<file path="src/wd_pkg.sv">
// Constants and types shared by the watchdog files
package wd_pkg;
  localparam int unsigned    APB_AW             = 8;
  localparam int unsigned    APB_DW             = 32;
  localparam int unsigned    PRESCALE_W         = 13;
  localparam int unsigned    COUNT_W            = 8;
  localparam int unsigned    SEL_W              = 3;
  localparam int unsigned    TAP_BASE           = 5;
  localparam int unsigned    TAP_NUM            = 8;
  localparam logic [7:0]     OFS_CONTROL        = 8'h00;
  localparam logic [7:0]     OFS_RELOAD         = 8'h04;
  localparam logic [7:0]     OFS_FEED_FIRST     = 8'h08;
  localparam logic [7:0]     OFS_FEED_SECOND    = 8'h0C;
  localparam logic [7:0]     OFS_STATUS         = 8'h10;
  localparam logic [7:0]     OFS_PENDING        = 8'h14;
  localparam int unsigned    SEL_HI             = 7;
  localparam int unsigned    SEL_LO             = 5;
  localparam int unsigned    RUN_BIT            = 2;
  localparam int unsigned    TOF_BIT            = 1;
  localparam int unsigned    STAT_PRE_LO        = 8;
  localparam int unsigned    STAT_ARMED_BIT     = 24;
  localparam logic [7:0]     KEY_FIRST          = 8'hA5;
  localparam logic [7:0]     KEY_SECOND         = 8'h5A;
  localparam logic [2:0]     SEL_RESET          = 3'h7;
  localparam logic           RUN_RESET          = 1'b1;
  localparam logic [7:0]     RELOAD_RESET       = 8'h00;
  localparam logic [7:0]     CONTROL_WMASK      = 8'hE4;
  localparam int unsigned    CLK_PERIOD_PS      = 4000;
  localparam int unsigned    RESET_PULSE_NS     = 16;
  localparam int unsigned    RESET_PULSE_CYCLES = (RESET_PULSE_NS * 1000 + CLK_PERIOD_PS - 1) / CLK_PERIOD_PS;
  localparam logic [3:0]     RESET_PULSE_CNT    = 4'(RESET_PULSE_CYCLES);

  typedef enum logic {
    FEED_IDLE,
    FEED_ARMED
  } feed_state_t;
endpackage

</file>
<file path="src/wd_prescaler.sv">
// Watchdog prescaler with selectable decrement tap
`timescale 1ns/1ps
module wd_prescaler
  import wd_pkg::*;
#(
  parameter int unsigned WIDTH = PRESCALE_W
) (
  input  wire logic             pclk,
  input  wire logic             presetn,
  input  wire logic             tick,
  input  wire logic             run,
  input  wire logic             clear,
  input  wire logic [SEL_W-1:0] sel,
  output logic                  tap_pulse,
  output logic [WIDTH-1:0]      count
);
  logic [WIDTH-1:0]   count_q;
  logic [WIDTH-1:0]   count_d;
  logic [TAP_NUM-1:0] tap_hit;

  // Tap i fires every 32 * 2**i ticks
  for (genvar i = 0; i < TAP_NUM; i++) begin : g_tap
    assign tap_hit[i] = &count_q[TAP_BASE+i-1:0]; // RQ5 RQ15
  end

  assign tap_pulse = tick & run & tap_hit[sel]; // RQ5 RQ25
  assign count_d   = clear ? '0 : ((tick & run) ? count_q + 1'b1 : count_q); // RQ4 RQ7 RQ25
  assign count     = count_q;

  always_ff @(posedge pclk or negedge presetn) begin
    if (!presetn) begin
      count_q <= '0; // RQ18
    end else begin
      count_q <= count_d;
    end
  end
endmodule

</file>
<file path="src/wd_feed_guard.sv">
// Two-write feed key sequence checker
`timescale 1ns/1ps
module wd_feed_guard
  import wd_pkg::*;
(
  input  wire logic       pclk,
  input  wire logic       presetn,
  input  wire logic       access,
  input  wire logic       write,
  input  wire logic       hit_first,
  input  wire logic       hit_second,
  input  wire logic [7:0] wdata,
  output logic            feed_ok,
  output logic            feed_fault,
  output logic            armed
);
  feed_state_t state_q;
  feed_state_t state_d;
  logic        first_ok;
  logic        second_ok;

  assign first_ok  = access & write & hit_first & (wdata == KEY_FIRST);
  assign second_ok = access & write & hit_second & (wdata == KEY_SECOND);

  always_comb begin
    state_d    = state_q;
    feed_ok    = 1'b0;
    feed_fault = 1'b0;
    case (state_q)
      FEED_IDLE: begin
        if (first_ok) begin
          state_d = FEED_ARMED; // RQ10
        end
      end
      FEED_ARMED: begin
        if (access) begin
          state_d    = FEED_IDLE;
          feed_ok    = second_ok; // RQ10
          feed_fault = ~second_ok; // RQ11 RQ12
        end
      end
      default: begin
        state_d = FEED_IDLE;
      end
    endcase
  end

  assign armed = (state_q == FEED_ARMED);

  always_ff @(posedge pclk or negedge presetn) begin
    if (!presetn) begin
      state_q <= FEED_IDLE;
    end else begin
      state_q <= state_d;
    end
  end
endmodule

</file>
<file path="src/watchdog_feed_reset_timer.sv">
// Watchdog timer with feed keys, APB register access and reset request
//
// Our own choices: register access over APB and the placing of the registers.
`timescale 1ns/1ps
// Operation
// RQ1: Counter underflow forces a full system reset request.
// RQ2: Watchdog runs after any reset until software disables it.
// RQ3: A 13-bit prescaler feeds an 8-bit down-counter.
// RQ4: Prescaler counts timer tick clock pulses.
// RQ5: Counter decrements on each pulse of a selected upper prescaler tap.
// RQ6: Decrement at zero is underflow and reloads from the autoload register.
// RQ7: Every autoload clears the prescaler; any reload value including zero.
// RQ8: Time-out equals tick period times divisor times reload plus one.
// RQ9: Counter is never written directly, only loaded by feed or underflow.
// RQ10: Writing A5 to first key then 5A to second key feeds.
// RQ11: Any other access between the two key writes forces reset.
// RQ12: Wrong value to second key after correct first forces reset.
// RQ13: Control writes stay pending until a valid feed commits them.
// RQ14: Software disables by writing zero to control, then feeding.
// RQ15: Select field picks divisor 32 times two to the field.
// RQ16: Reset values give a running watchdog with a 4096-tick time-out.
// RQ17: External reset sets run bit and clears the time-out flag.
// RQ18: External reset clears reload and prescaler, picks top tap, autoloads.
// RQ19: Underflow coinciding with external reset leaves the flag cleared.
// RQ20: After reset software should write reload first, then feed.
// RQ21: Software feeds within each time-out; avoid feeds in minor loops.
// RQ22: Underflow autoloads, sets flag, keeps run, reload and tap.
// RQ23: Control holds select in 7:5, run in 2, flag in 1.
// RQ24: Software clears the time-out flag by writing control.
// RQ25: With run bit clear, prescaler and counter hold, no reset; a broken feed sequence still requests reset here.
module watchdog_feed_reset_timer
  import wd_pkg::*;
#(
  parameter int unsigned RELOAD_W = COUNT_W
) (
  input  wire logic              pclk,
  input  wire logic              presetn,
  input  wire logic              timer_tick_clock,
  input  wire logic              psel,
  input  wire logic              penable,
  input  wire logic              pwrite,
  input  wire logic [APB_AW-1:0] paddr,
  input  wire logic [APB_DW-1:0] pwdata,
  output logic      [APB_DW-1:0] prdata,
  output logic                   pready,
  output logic                   pslverr,
  output logic                   wd_reset_out,
  output logic                   wd_running
);
  // Bus phases
  logic                  setup_phase;
  logic                  access_phase;
  logic                  wr_access;

  // Address decode
  logic                  hit_control;
  logic                  hit_reload;
  logic                  hit_feed_first;
  logic                  hit_feed_second;
  logic                  hit_status;
  logic                  hit_pending;
  logic                  hit_any;

  // Write strobes
  logic                  wr_control;
  logic                  wr_reload;

  // Committed control state
  logic [SEL_W-1:0]      sel_q;
  logic [SEL_W-1:0]      sel_d;
  logic                  run_q;
  logic                  run_d;
  logic                  tof_q;
  logic                  tof_d;

  // Pending control written by software
  logic [7:0]            pend_q;
  logic [7:0]            pend_d;

  // Autoload value and main counter
  logic [RELOAD_W-1:0]   reload_q;
  logic [RELOAD_W-1:0]   reload_d;
  logic [RELOAD_W-1:0]   count_q;
  logic [RELOAD_W-1:0]   count_d;

  // Reset request stretcher
  logic [3:0]            rst_cnt_q;
  logic [3:0]            rst_cnt_d;
  logic                  rst_out_q;
  logic                  rst_out_d;

  // Read path
  logic [APB_DW-1:0]     rdata_mux;
  logic [APB_DW-1:0]     prdata_q;
  logic                  slverr_q;

  // Event terms
  logic                  tap_pulse;
  logic                  underflow;
  logic                  feed_ok;
  logic                  feed_fault;
  logic                  feed_armed;
  logic                  wd_event;
  logic                  autoload;
  logic                  tof_clear;
  logic [PRESCALE_W-1:0] prescale_count;
  logic [7:0]            control_view;

  // Phase decode
  assign setup_phase  = psel & ~penable;
  assign access_phase = psel & penable;
  assign wr_access    = access_phase & pwrite;

  // Register decode
  assign hit_control     = (paddr == OFS_CONTROL);
  assign hit_reload      = (paddr == OFS_RELOAD);
  assign hit_feed_first  = (paddr == OFS_FEED_FIRST);
  assign hit_feed_second = (paddr == OFS_FEED_SECOND);
  assign hit_status      = (paddr == OFS_STATUS);
  assign hit_pending     = (paddr == OFS_PENDING);
  assign hit_any         = hit_control | hit_reload | hit_feed_first |
                           hit_feed_second | hit_status | hit_pending;

  assign wr_control = wr_access & hit_control;
  assign wr_reload  = wr_access & hit_reload;

  // Prescaler and tap
  wd_prescaler #(
    .WIDTH (PRESCALE_W)
  ) u_prescaler (
    .pclk      (pclk),
    .presetn   (presetn),
    .tick      (timer_tick_clock), // RQ4
    .run       (run_q), // RQ25
    .clear     (autoload), // RQ7
    .sel       (sel_q),
    .tap_pulse (tap_pulse),
    .count     (prescale_count)
  ); // RQ3

  // Feed key sequence; every completed access is seen
  wd_feed_guard u_feed_guard (
    .pclk       (pclk),
    .presetn    (presetn),
    .access     (access_phase),
    .write      (pwrite),
    .hit_first  (hit_feed_first),
    .hit_second (hit_feed_second),
    .wdata      (pwdata[7:0]),
    .feed_ok    (feed_ok),
    .feed_fault (feed_fault),
    .armed      (feed_armed)
  ); // RQ10 RQ11 RQ12

  // Underflow and reset causes
  assign underflow = tap_pulse & (count_q == '0); // RQ6 RQ25
  assign wd_event  = underflow | feed_fault; // RQ1 RQ11 RQ12
  assign autoload  = wd_event | feed_ok; // RQ6 RQ7 RQ9
  assign tof_clear = wr_control & ~pwdata[TOF_BIT]; // RQ24

  // Pending control, writable bits only
  assign pend_d = wr_control ? (pwdata[7:0] & CONTROL_WMASK) : pend_q; // RQ13 RQ14

  // Committed control changes only on a valid feed
  assign sel_d = feed_ok ? pend_q[SEL_HI:SEL_LO] : sel_q; // RQ13 RQ22
  assign run_d = feed_ok ? pend_q[RUN_BIT] : run_q; // RQ13 RQ2 RQ22

  // Set wins over software clear
  assign tof_d = wd_event ? 1'b1 : (tof_clear ? 1'b0 : tof_q); // RQ22 RQ24

  // Autoload register written directly by software
  assign reload_d = wr_reload ? pwdata[RELOAD_W-1:0] : reload_q; // RQ7 RQ20 RQ22

  // Main counter loads only from autoload
  always_comb begin
    count_d = count_q;
    if (autoload) begin
      count_d = reload_q; // RQ6 RQ9 RQ10
    end else if (tap_pulse) begin
      count_d = count_q - 1'b1; // RQ5 RQ8
    end
  end

  // Reset request stretcher
  always_comb begin
    rst_cnt_d = rst_cnt_q;
    if (wd_event) begin
      rst_cnt_d = RESET_PULSE_CNT; // RQ1
    end else if (rst_cnt_q != 4'h0) begin
      rst_cnt_d = rst_cnt_q - 4'h1;
    end
  end

  // Control register image
  assign control_view = {sel_q, 2'b00, run_q, tof_q, 1'b0}; // RQ23

  // Read data select
  always_comb begin
    rdata_mux = '0;
    if (hit_control) begin
      rdata_mux[7:0] = control_view;
    end else if (hit_reload) begin
      rdata_mux[RELOAD_W-1:0] = reload_q;
    end else if (hit_status) begin
      rdata_mux[RELOAD_W-1:0]                      = count_q;
      rdata_mux[STAT_PRE_LO+PRESCALE_W-1:STAT_PRE_LO] = prescale_count;
      rdata_mux[STAT_ARMED_BIT]                    = feed_armed;
    end else if (hit_pending) begin
      rdata_mux[7:0] = pend_q;
    end
  end

  // Bus answer registered in the setup cycle
  always_ff @(posedge pclk or negedge presetn) begin
    if (!presetn) begin
      prdata_q <= '0;
    end else if (setup_phase) begin
      prdata_q <= pwrite ? '0 : rdata_mux;
    end
  end

  always_ff @(posedge pclk or negedge presetn) begin
    if (!presetn) begin
      slverr_q <= 1'b0;
    end else if (setup_phase) begin
      slverr_q <= ~hit_any;
    end
  end

  assign pready  = access_phase;
  assign pslverr = access_phase & slverr_q;
  assign prdata  = prdata_q;

  // Control and status registers
  always_ff @(posedge pclk or negedge presetn) begin
    if (!presetn) begin
      sel_q <= SEL_RESET; // RQ18 RQ23
    end else begin
      sel_q <= sel_d;
    end
  end

  always_ff @(posedge pclk or negedge presetn) begin
    if (!presetn) begin
      run_q <= RUN_RESET; // RQ2 RQ17
    end else begin
      run_q <= run_d;
    end
  end

  always_ff @(posedge pclk or negedge presetn) begin
    if (!presetn) begin
      tof_q <= 1'b0; // RQ17 RQ19
    end else begin
      tof_q <= tof_d;
    end
  end

  always_ff @(posedge pclk or negedge presetn) begin
    if (!presetn) begin
      pend_q <= {SEL_RESET, 2'b00, RUN_RESET, 2'b00};
    end else begin
      pend_q <= pend_d;
    end
  end

  // Autoload value and counter
  always_ff @(posedge pclk or negedge presetn) begin
    if (!presetn) begin
      reload_q <= RELOAD_RESET; // RQ18
    end else begin
      reload_q <= reload_d;
    end
  end

  always_ff @(posedge pclk or negedge presetn) begin
    if (!presetn) begin
      count_q <= RELOAD_RESET; // RQ16 RQ18
    end else begin
      count_q <= count_d;
    end
  end

  // Reset request output
  assign rst_out_d = (rst_cnt_d != 4'h0); // RQ1

  always_ff @(posedge pclk or negedge presetn) begin
    if (!presetn) begin
      rst_cnt_q <= 4'h0;
    end else begin
      rst_cnt_q <= rst_cnt_d;
    end
  end

  always_ff @(posedge pclk or negedge presetn) begin
    if (!presetn) begin
      rst_out_q <= 1'b0;
    end else begin
      rst_out_q <= rst_out_d; // RQ1
    end
  end

  assign wd_reset_out = rst_out_q;
  assign wd_running   = run_q;
endmodule

</file>
<file path="config.mk">
export PLATFORM = sky130hd
export DESIGN_NAME = watchdog_feed_reset_timer
export DESIGN_NICKNAME = d
export VERILOG_FILES = /design/src/wd_pkg.sv /design/src/wd_prescaler.sv /design/src/wd_feed_guard.sv /design/src/watchdog_feed_reset_timer.sv
export SDC_FILE = /design/constraint.sdc
export NUM_CORES = 1
export LEC_CHECK = 0
export BUFFER_PORTS_ARGS = -buffer_cell sky130_fd_sc_hd__buf_2
export CELL_PAD_IN_SITES_DETAIL_PLACEMENT = 1
export CELL_PAD_IN_SITES_GLOBAL_PLACEMENT = 1
export CORE_ASPECT_RATIO = 1.75
export CORE_MARGIN = 2
export CORE_UTILIZATION = 37
export DETAILED_ROUTE_END_ITERATION = 7
export PLACE_DENSITY_LB_ADDON = 0.1
export SLEW_MARGIN = 40
export SYNTH_ARGS = -nofsm -noshare
export SYNTH_HDL_FRONTEND = slang
export SYNTH_SLANG_ARGS = --single-unit
</file>
<file path="constraint.sdc">
create_clock -name pclk -period 2.4 [get_ports pclk]
set_input_delay 0.36 -clock pclk [delete_from_list [all_inputs] [get_ports pclk]]
set_output_delay 0.36 -clock pclk [all_outputs]
set_load 0.01 [all_outputs]
</file>
==> out/qor.tcl, run 1 <==
set qor(yosys-top-cells-area) {dfrtp_1, mux2_2, dfstp_2}
set qor(fp-row-count) 46
set qor(grt_first_pass_wirelength_mm) 14.86
set qor(cts_tree) {done}
set qor(final_cells) 515
set qor(die_area_um2) 10010
set qor(grt_setup_unrepaired) {no}
set qor(worstSetupEndpointType) {register}
set qor(grt_start_max_net_pins) 42
set qor(tritoncts.num_buffers) 9
set qor(totalWireLength_mm) 9.217
set qor(crit_type) {register to register}
set qor(data_required_time_of_the_worst_path_ns) 2.65
set qor(antenna_cells_inserted) 0
set qor(post-route-period-util) 0.9431
set qor(grt-ovfl-total) 0
set qor(startpoint_kind_of_the_worst_setup_timing_path) {register}
set qor(port_buffers) 47
set qor(setup_viol) 0
set qor(count_of_flip_flops_with_a_built_in_enable_after_synthesis) 0
set qor(average_instance_area_after_synthesis_um2) 10.81
set qor(vias) 2709
set qor(power_per_cell_area_nw_per_um2) 666.1
set qor(outcome) {completed}
set qor(synth_most_common_cell) {dfrtp_1}
set qor(nFillCells) 1041
set qor(yosysUniqueCellTypes) 53
set qor(asyncSetResetFlopFracSynth) 1.000
set qor(grt_antenna_before_repair) 0
set qor(post-synth-top-area-cell) {dfrtp_1}
set qor(cp_data_arrival_time_ns) 2.51
set qor(clkSlewWorstSetupHoldPaths_ns) 0.06
set qor(routedWlPerCell_um) 17.90
set qor(finalCriticalPeriod_ns) 2.264
set qor(clkLatencyLatePin_ns) 0.34
set qor(placed_wire_length_estimate_after_detailed_placement_mm) 6.989
set qor(drt.antenna.violating_nets) 0
set qor(initial_utilization) 0.3792
set qor(yosysWarningCount) 0
set qor(h-tree-depth) 3
set qor(synth_top_area_share) 0.4337
set qor(dr.pass1.iters) 4
set qor(synth.cell_area_um2) 3405
set qor(drcViolationCount) 0
set qor(cts-root-buf) {clkbuf_16}
set qor(grt_use_total) 0.1938
set qor(cellLeakagePower_nw) 2.021
set qor(peakVddDrop_mv) 0.4751
set qor(placeableCoreArea_um2) 8979
set qor(holdCritPathClass) {primary input to async pin}
set qor(setup-tns-final_ns) 0
set qor(yosys-top-cells-count) {dfrtp_1, nor2_1, mux2_2}
set qor(drt_iter0_markers) 70
set qor(synth.ff_latch_count) 67
set qor(grt_pass1_vias) 2862
set qor(synth_sequential_area_ratio) 0.4954
set qor(worst_clock_skew_ns) 0.005365
set qor(nets) 441
set qor(area_delta_synth_final_pct) 25.91
set qor(max-slew-margin-rel) 0.5575
set qor(clock_sinks) 67
set qor(cts.path.max_buffers) 2
set qor(max-cap-violations) 0
set qor(syn_inst) 315
set qor(worst-path-max-fanout) 3
set qor(worst-slew-pin-transition_ns) 0.6638
set qor(timing_hold_violations_final) 0
set qor(floorplan.die.height_um) 130.9
set qor(die_w_um) 76.51
set qor(final_max_slew_viol_count) 0
set qor(gp_congestion) 0.8263
set qor(synth_ff_type) {dfrtp_1}
set qor(final_layout_size_suffix_gt1_frac) 0.3443
set qor(placed_cells_incl_taps) 496
set qor(boundaryPins) 82
set qor(detail_route.vias_per_cell) 5.260
set qor(max_freq_mhz) 441.8
[per-stage QoR]
stage	utilization	instance area (um2)	power [W]	setup slack (ns)	hold WS, ns
detailed placement	0.4352	3908	0.001541	0.01639	0.4313
finish	0.4774	4287	0.002855	0.1365	0.05118
floorplan	-	3438	0.001437	0.07657	0.06441
CTS	0.4691	4212	0.002884	0.001495	0.07165
global route	0.4774	4287	0.002970	0.004004	0.09642
global placement	0.4352	3908	0.001528	0.05155	0.4238
[cell usage in the layout (no fill, tap or decap), types with 5 or more instances in the layout]
| cell type | n |
|---|---|
| clkbuf_16 | 9 |
| a22o_1 | 18 |
| o21ai_0 | 11 |
| dfstp_2 | 8 |
| conb_1 | 10 |
| mux2_2 | 21 |
| nor2b_1 | 7 |
| xnor2_1 | 8 |
| xor2_1 | 8 |
| nor2_1 | 25 |
| dfrtp_1 | 59 |
| nand2_1 | 17 |
| buf_4 | 25 |
| inv_1 | 8 |
| nor3_1 | 10 |
| nand3_1 | 8 |
| buf_2 | 47 |
| a21oi_1 | 10 |
| o22ai_1 | 7 |
| or3_1 | 5 |
[routing by layer]
| metal | vias up | part of all wire | global-route usage |
|---|---|---|---|
| met1 | 1386 | 0.39 | 0.2025 |
| met4 | 0 | 0.016 | 0.08021 |
| met3 | 11 | 0.023 | 0.03846 |
| met2 | 35 | 0.57 | 0.3769 |
| met5 | - | 0 | 0 |
| li1 | 1277 | - | - |
[worst max-delay path: stages (launching register included)]
cell	delay (ns)
dfrtp_1	0.39
ha_4	0.17
nand3_4	0.09
nor3_4	0.12
ha_2	0.19
mux2i_2	0.08
a21oi_2	0.17
buf_4	0.14
o2111ai_2	0.12
or4_1	0.50
a32oi_1	0.21
[flip-flops by register name, summed over array words and instances (netlist names), 3 cells and up]
| name | flops |
|---|---|
| count_q | 8 |
| pend_q | 4 |
| prdata | 22 |
| reload_q | 8 |
| rst_cnt_q | 4 |
| sel_q | 3 |
| u_prescaler.count | 13 |
[layout make-up]
| class | instances | area (um2) | area share |
|---|---|---|---|
| tap | 120 | 150.1 | 0.03503 |
| inverter | 8 | 30.03 | 0.007005 |
| timing repair buffer | 74 | 462.9 | 0.1080 |
| multi-input combinational | 230 | 1653 | 0.3856 |
| clock buffer | 10 | 239.0 | 0.05575 |
| sequential | 67 | 1687 | 0.3935 |
| clock inverter | 6 | 65.06 | 0.01518 |
[cells by family (layout without fill, tap and decap cells)]
| logic type | after synthesis | in the layout | share of synthesized area |
|---|---|---|---|
| AO/OA/AOI/OAI | 69 | 69 | 0.1488 |
| XOR/XNOR | 16 | 16 | 0.04116 |
| adder cells (fa/ha/maj) | 5 | 5 | 0.01838 |
| buffers and inverters | 27 | 98 | 0.04447 |
| flip-flops | 67 | 67 | 0.4954 |
| multiplexers | 25 | 25 | 0.08122 |
| other | 1 | 10 | 0.001101 |
| AND/OR/NAND/NOR | 105 | 105 | 0.1694 |
[power breakdown]
group / total, W / switching [W] / internal (W) / leakage (nW)
Combinational: 0.000303 / 0.000176 / 0.000127 / 1.00
Sequential: 0.00121 / 0.0000369 / 0.00118 / 0.882
Clock: 0.00134 / 0.000509 / 0.000830 / 0.137
[repair_timing]
action	CTS	global route
endpoints found under the setup margin	1	22
hold buffers	0	0
gates resized for setup	0	10
cloned	0	0
pin swaps	1	6
buffers inserted	0	3
[path summary, 6_finish.rpt]
check | startpoint | endpoint | slack [ns] | cells past startpoint
max in group asynchronous | presetn | wd_running$_DFFE_PN1P_ | 1.62 | 2
min | presetn | prdata[20]$_DFFE_PN0P_ | 0.05 | 1
max reg2reg | u_prescaler.count[1]$_DFFE_PN0P_ | count_q[6]$_DFFE_PN0P_ | 0.14 | 10
min reg2reg | prdata[1]$_DFFE_PN0P_ | prdata[1]$_DFFE_PN0P_ | 0.49 | 2
min in group pclk | pwdata[4] | reload_q[4]$_DFFE_PN0P_ | 0.28 | 2
max | u_prescaler.count[1]$_DFFE_PN0P_ | count_q[6]$_DFFE_PN0P_ | 0.14 | 10
Power figures use the tool's default switching activity.
==> inputs of run 2 (changes only) <==
Settings changed: CORE_UTILIZATION 37 to 39, CTS_BUF_LIST set to sky130_fd_sc_hd__clkbuf_8.
==> out/qor.tcl, run 2 (synthesis gave the netlist of run 1 again) <==
set qor(dr.pass1.iters) 4 ;# unchanged
set qor(grt_start_max_net_pins) 41 ;# -2.4%
set qor(grt_setup_unrepaired) {no}
set qor(drt.antenna.violating_nets) 0 ;# unchanged
set qor(worst-path-max-fanout) 6 ;# +3
set qor(setup.reg_to_reg.worst_slack_ns) 0.12 ;# -0.02 ns
set qor(gp_congestion) 0.8045 ;# -2.6%
set qor(outcome) {completed}
set qor(fp-row-count) 45 ;# -2.2%
set qor(peakVddDrop_mv) 0.2849 ;# -40%
set qor(grt_antenna_before_repair) 0 ;# unchanged
set qor(timing_hold_violations_final) 0 ;# unchanged
set qor(max-cap-violations) 0 ;# unchanged
set qor(grt_pass1_vias) 2847 ;# -0.52%
set qor(grt_first_pass_wirelength_mm) 14.34 ;# -3.5%
set qor(floorplan.die.height_um) 127.6 ;# -2.5%
set qor(antenna_cells_inserted) 0 ;# unchanged
set qor(max_freq_mhz) 437.8 ;# -0.90%
set qor(cts.path.max_buffers) 2 ;# unchanged
set qor(final_max_slew_viol_count) 0 ;# unchanged
set qor(regToRegStartpoint) {u_prescaler.count[0]$_DFFE_PN0P_}
set qor(detail_route.vias_per_cell) 5.220 ;# -0.77%
set qor(nets) 439 ;# -0.45%
set qor(crit_type) {register to register}
set qor(port_buffers) 47 ;# unchanged
set qor(tritoncts.num_buffers) 9 ;# unchanged
set qor(grt_use_total) 0.2007 ;# +0.006902
set qor(worst_clock_skew_ns) 0.005481 ;# +0.0001161 ns
set qor(drt_iter0_markers) 62 ;# -11%
set qor(totalWireLength_mm) 8.683 ;# -5.8%
set qor(setup_viol) 0 ;# unchanged
set qor(final_core_utilization) 0.4808 ;# +0.003423
set qor(vias) 2662 ;# -1.7%
set qor(max-slew-margin-rel) 0.5590 ;# +0.001525
set qor(grt-ovfl-total) 0 ;# unchanged
set qor(largest_register_ff_count) 22 ;# unchanged
set qor(drcViolationCount) 0 ;# unchanged
set qor(holdCritPathClass) {primary input to async pin}
set qor(boundaryPins) 82 ;# unchanged
set qor(place_worst_setup_slack_ns) 0.05378 ;# +0.03738 ns
set qor(post-route-period-util) 0.9517 ;# +0.008608
set qor(data_required_time_of_the_worst_path_ns) 2.63 ;# -0.02 ns
set qor(startpoint_kind_of_the_worst_setup_timing_path) {register}
set qor(placed_wire_length_estimate_after_detailed_placement_mm) 6.587 ;# -5.7%
set qor(worst-slew-pin-transition_ns) 0.6615 ;# -0.002287 ns
set qor(power_per_cell_area_nw_per_um2) 585.8 ;# -12%
set qor(critPathLaunch) {u_prescaler.count[0]$_DFFE_PN0P_}
set qor(clkSlewWorstSetupHoldPaths_ns) 0.07 ;# about the same
set qor(cts-root-buf) {clkbuf_8}
set qor(cellLeakagePower_nw) 1.970 ;# -2.5%
set qor(layout.cells.most_common) {dfrtp_1}
set qor(clock_sinks) 67 ;# unchanged
set qor(finalCriticalPeriod_ns) 2.284 ;# +0.02066 ns
set qor(die_area_um2) 9522 ;# -4.9%
set qor(cp_data_arrival_time_ns) 2.51 ;# about the same
set qor(nFillCells) 992 ;# -4.7%
set qor(setup-tns-final_ns) 0 ;# unchanged
set qor(final_layout_size_suffix_gt1_frac) 0.3257 ;# -0.01860
set qor(worst_slack_ns) 0.1158 ;# -0.02066 ns
set qor(area_delta_synth_final_pct) 20.87
set qor(ctsHoldBuffers) 0 ;# unchanged
set qor(placeableCoreArea_um2) 8558 ;# -4.7%
set qor(clkLatencyLatePin_ns) 0.35 ;# about the same
set qor(cts_tree) {done}
set qor(h-tree-depth) 3 ;# unchanged
set qor(initial_utilization) 0.3978 ;# +0.01863
set qor(routedWlPerCell_um) 17.03 ;# -4.9%
set qor(worstSetupEndpointType) {register}
set qor(die_w_um) 74.63 ;# -2.5%
set qor(finalHoldWorstSlack_ns) 0.03716 ;# -0.01402 ns
set qor(most-common-layout-cells) {dfrtp_1, buf_2, nor2_1}
-- run 2: path summary, 6_finish.rpt --
path                                           end  cells after the start
setup / recovery            wd_reset_out$_DFF_PN0_                      9
hold / removal              prdata[20]$_DFFE_PN0P_                      1
setup reg to reg            wd_reset_out$_DFF_PN0_                      9
hold reg to reg               slverr_q$_DFFE_PN0P_                      2
max in group asynchronous   count_q[0]$_DFFE_PN0P_                      2
min in group pclk          reload_q[6]$_DFFE_PN0P_                      2
-- run 2: critical path, stage by stage, from the launching register on --
cell,delay (ns)
dfrtp_1,0.38
ha_1,0.23
and3_1,0.19
ha_1,0.19
mux2i_2,0.21
a21oi_2,0.10
o211ai_2,0.17
o22ai_1,0.16
buf_4,0.18
or3_1,0.34
-- run 2: layer usage --
| layer | vias up | share of wire | global-route usage |
|---|---|---|---|
| met5 | - | 0 | 0 |
| met4 | 0 | 0.025 | 0.08824 |
| met3 | 15 | 0.026 | 0.03076 |
| met2 | 46 | 0.56 | 0.3592 |
| met1 | 1327 | 0.39 | 0.2273 |
| li1 | 1274 | - | - |
-- run 2: repair_timing --
item / CTS / global route
setup buffers: 0 / 2
gates resized for setup: 0 / 3
endpoints found under the setup margin: 0 / 17
-- run 2: layout make-up --
cell class	count	area (um2)	area share
inverters	8	30.03	0.007297
multi-input cells	230	1613	0.3919
well taps	117	146.4	0.03557
flip-flops and latches	67	1687	0.4099
clock inverters	3	12.51	0.003040
repair buffers	72	447.9	0.1088
clock buffers	13	178.9	0.04348
-- run 2: power breakdown --
part / total (W) / leakage, nW / internal (W) / switching (W)
Clock: 0.000897 / 0.108 / 0.000479 / 0.000418
Combinational: 0.000301 / 0.980 / 0.000128 / 0.000174
Sequential: 0.00121 / 0.882 / 0.00118 / 0.0000370
-- run 2: per-stage QoR --
stage                     instances  area (um2)  total power (W)
after floorplan                 324        3438         0.001437
after global placement          492        3896         0.001528
after detailed placement        492        3896         0.001541
after CTS                       508        4088         0.002455
after global routing            510        4115         0.002539
final                           510        4115         0.002411
==> inputs of run 3 (changes only) <==
Settings changed: RECOVER_POWER set to 100, SLEW_MARGIN 40 to 20.
==> out/qor.tcl, run 3 (synthesis gave the netlist of run 1 again) <==
set qor(layout.cells.most_common) {dfrtp_1}
set qor(critical-path-max-stage-delay_ns) 0.38 ;# about the same
set qor(die_w_um) 74.63 ;# unchanged
set qor(grt_start_max_net_pins) 41 ;# unchanged
set qor(finalCriticalPeriod_ns) 2.285 ;# +0.0009770 ns
set qor(grt-ovfl-total) 0 ;# unchanged
set qor(routedWlPerCell_um) 17.11 ;# +0.50%
set qor(crit_path_frequent_cell) {ha_1}
set qor(power_share_of_the_sequential_group) 0.504 ;# about the same
set qor(clkSlewWorstSetupHoldPaths_ns) 0.07 ;# about the same
set qor(worst-slew-pin-transition_ns) 1.584 ;# +0.9230 ns
set qor(p_sw_frac) 0.2612 ;# +0.0003546
set qor(vias) 2664 ;# +0.075%
set qor(clkPwrFrac) 0.373 ;# about the same
set qor(violations) {capacitance limit, slew limit}
set qor(peakVddDrop_mv) 0.2863 ;# +0.49%
set qor(data_required_time_of_the_worst_path_ns) 2.63 ;# about the same
set qor(grt_use_total) 0.2007 ;# unchanged
set qor(floorplan.die.height_um) 127.6 ;# unchanged
set qor(ctsHoldBuffers) 0 ;# unchanged
set qor(critPathLaunch) {u_prescaler.count[0]$_DFFE_PN0P_}
set qor(r2r_cells) 9 ;# unchanged
set qor(hold_depth) 2
set qor(port_buffers) 47 ;# unchanged
set qor(grt_first_pass_wirelength_mm) 14.34 ;# unchanged
set qor(drcViolationCount) 0 ;# unchanged
set qor(h-tree-depth) 3 ;# unchanged
set qor(outcome) {complete, but fails checks}
set qor(cpLargestDelayFamily) {simple AND/OR/NAND/NOR gates}
set qor(clkLatencyLatePin_ns) 0.35 ;# about the same
set qor(setup-tns-final_ns) 0 ;# unchanged
set qor(finalHoldWorstSlack_ns) 0.2776 ;# +0.2404 ns
set qor(gp_congestion) 0.8045 ;# unchanged
set qor(nFillCells) 989 ;# -0.30%
set qor(comb_power_share) 0.124 ;# about the same
set qor(clock_sinks) 67 ;# unchanged
set qor(worstSetupPathDepth) 9 ;# unchanged
set qor(cts_tree) {done}
set qor(crit_type) {register to register}
set qor(final_layout_size_suffix_gt1_frac) 0.2443 ;# -0.08142
set qor(boundaryPins) 82 ;# unchanged
set qor(totalWireLength_mm) 8.726 ;# +0.50%
set qor(worstSetupEndpointType) {register}
set qor(post-route-period-util) 0.9522 ;# about the same
set qor(grt_antenna_before_repair) 0 ;# unchanged
set qor(nets) 439 ;# unchanged
set qor(placed_cells_incl_taps) 492 ;# unchanged
set qor(die_area_um2) 9522 ;# unchanged
set qor(cts-root-buf) {clkbuf_8}
set qor(placed_wire_length_estimate_after_detailed_placement_mm) 6.587 ;# unchanged
set qor(final_cells) 510 ;# unchanged
set qor(grt_setup_unrepaired) {no}
set qor(cp_cell_sequence) {ha_1 > and3_1 > ha_1 > mux2i_2 > a21oi_2 > o211ai_2 > o22ai_1 > buf_4 > or3_1}
set qor(worst-path-max-fanout) 6 ;# unchanged
set qor(antenna_cells_inserted) 0 ;# unchanged
set qor(area_delta_synth_final_pct) 18.96
set qor(dr.pass1.iters) 4 ;# unchanged
set qor(startpoint_kind_of_the_worst_setup_timing_path) {register}
set qor(cp_data_arrival_time_ns) 2.51 ;# about the same
set qor(netSwitchingPower_w) 0.0006291 ;# about the same
set qor(max-cap-violations) 1 ;# +1
set qor(cts.path.max_buffers) 2 ;# unchanged
set qor(tritoncts.num_buffers) 9 ;# unchanged
set qor(cell_with_the_largest_stage_delay_on_the_worst_path) {dfrtp_1}
set qor(power_per_cell_area_nw_per_um2) 594.7 ;# +1.5%
set qor(drt_iter0_markers) 69 ;# +11%
set qor(placeableCoreArea_um2) 8558 ;# unchanged
set qor(holdCritPathClass) {primary input to register}
set qor(hold_path_startpoint) {pwdata[6]}
set qor(initial_utilization) 0.3978 ;# unchanged
set qor(regToRegStartpoint) {u_prescaler.count[0]$_DFFE_PN0P_}
set qor(most-common-layout-cells) {dfrtp_1, clkbuf_1, nor2_1}
set qor(max-slew-margin-rel) -0.05631 ;# -0.6153
set qor(worst_clock_skew_ns) 0.005780 ;# +0.0002994 ns
set qor(drt.antenna.violating_nets) 0 ;# unchanged
set qor(largest_register_ff_count) 22 ;# unchanged
set qor(timing_hold_violations_final) 0 ;# unchanged
set qor(number_of_buffer_and_inverter_instances_along_the_worst_setup_path) 1 ;# unchanged
set qor(setup_viol) 0 ;# unchanged
set qor(max_freq_mhz) 437.6 ;# about the same
set qor(fp-row-count) 45 ;# unchanged
set qor(cellLeakagePower_nw) 1.848 ;# -6.2%
set qor(detail_route.vias_per_cell) 5.224 ;# about the same
set qor(grt_pass1_vias) 2847 ;# unchanged
set qor(cellInternalPower_w) 0.001780 ;# -0.13%
set qor(final_max_slew_viol_count) 28 ;# +28
run 3: area by class of cell:
cell class | instances | area [um2] | share of cell area
inverter | 8 | 30.03 | 0.007414
timing repair buffer | 72 | 405.4 | 0.1001
multi-input combinational | 230 | 1590 | 0.3926
clock buffer | 13 | 178.9 | 0.04418
clock inverter | 3 | 12.51 | 0.003089
sequential | 67 | 1687 | 0.4164
tap | 117 | 146.4 | 0.03614
run 3: routing by layer:
layer  vias to the layer above  wire length (um)  global-route usage
met4                         0               214             0.08824
li1                       1273                 -                   -
met5                         -                 0                   0
met2                        46              4800              0.3592
met1                      1330              3500              0.2273
met3                        15               211             0.03076
run 3: path summary, 6_finish.rpt:
kind / to / slack, ns
min in group asynchronous: prdata[20]$_DFFE_PN0P_ / 0.40
setup reg to reg: wd_reset_out$_DFF_PN0_ / 0.11
setup / recovery: wd_reset_out$_DFF_PN0_ / 0.11
hold reg to reg: slverr_q$_DFFE_PN0P_ / 0.50
max in group asynchronous: reload_q[1]$_DFFE_PN0P_ / 1.08
hold / removal: reload_q[6]$_DFFE_PN0P_ / 0.28
run 3: power groups by stage:
stage | Sequential (W) | Clock (W) | Combinational (W)
after floorplan | 0.00122 | 0 | 0.000212
after global placement | 0.00123 | 0 | 0.000297
after detailed placement | 0.00123 | 0 | 0.000309
after CTS | 0.00121 | 0.000933 | 0.000310
after global routing | 0.00122 | 0.000979 | 0.000338
final | 0.00121 | 0.000898 | 0.000298
run 3: repair_timing:
| action | 4_1_cts | 5_1_grt |
|---|---|---|
| endpoints found under the setup margin | 0 | 17 |
| resized for setup | 0 | 3 |
| setup buffers | 0 | 2 |
run 3: per-stage QoR:
| step | setup WS [ns] | instance area (um2) | total power (W) | utilization |
|---|---|---|---|---|
| 2_1_floorplan | 0.07657 | 3438 | 0.001437 | - |
| 3_3_place_gp | 0.08892 | 3896 | 0.001528 | 0.4553 |
| 3_5_place_dp | 0.05378 | 3896 | 0.001541 | 0.4553 |
| 4_1_cts | 0.02925 | 4088 | 0.002455 | 0.4776 |
| 5_1_grt | 0.007962 | 4050 | 0.002536 | 0.4732 |
| 6_report | 0.1148 | 4050 | 0.002409 | 0.4732 |
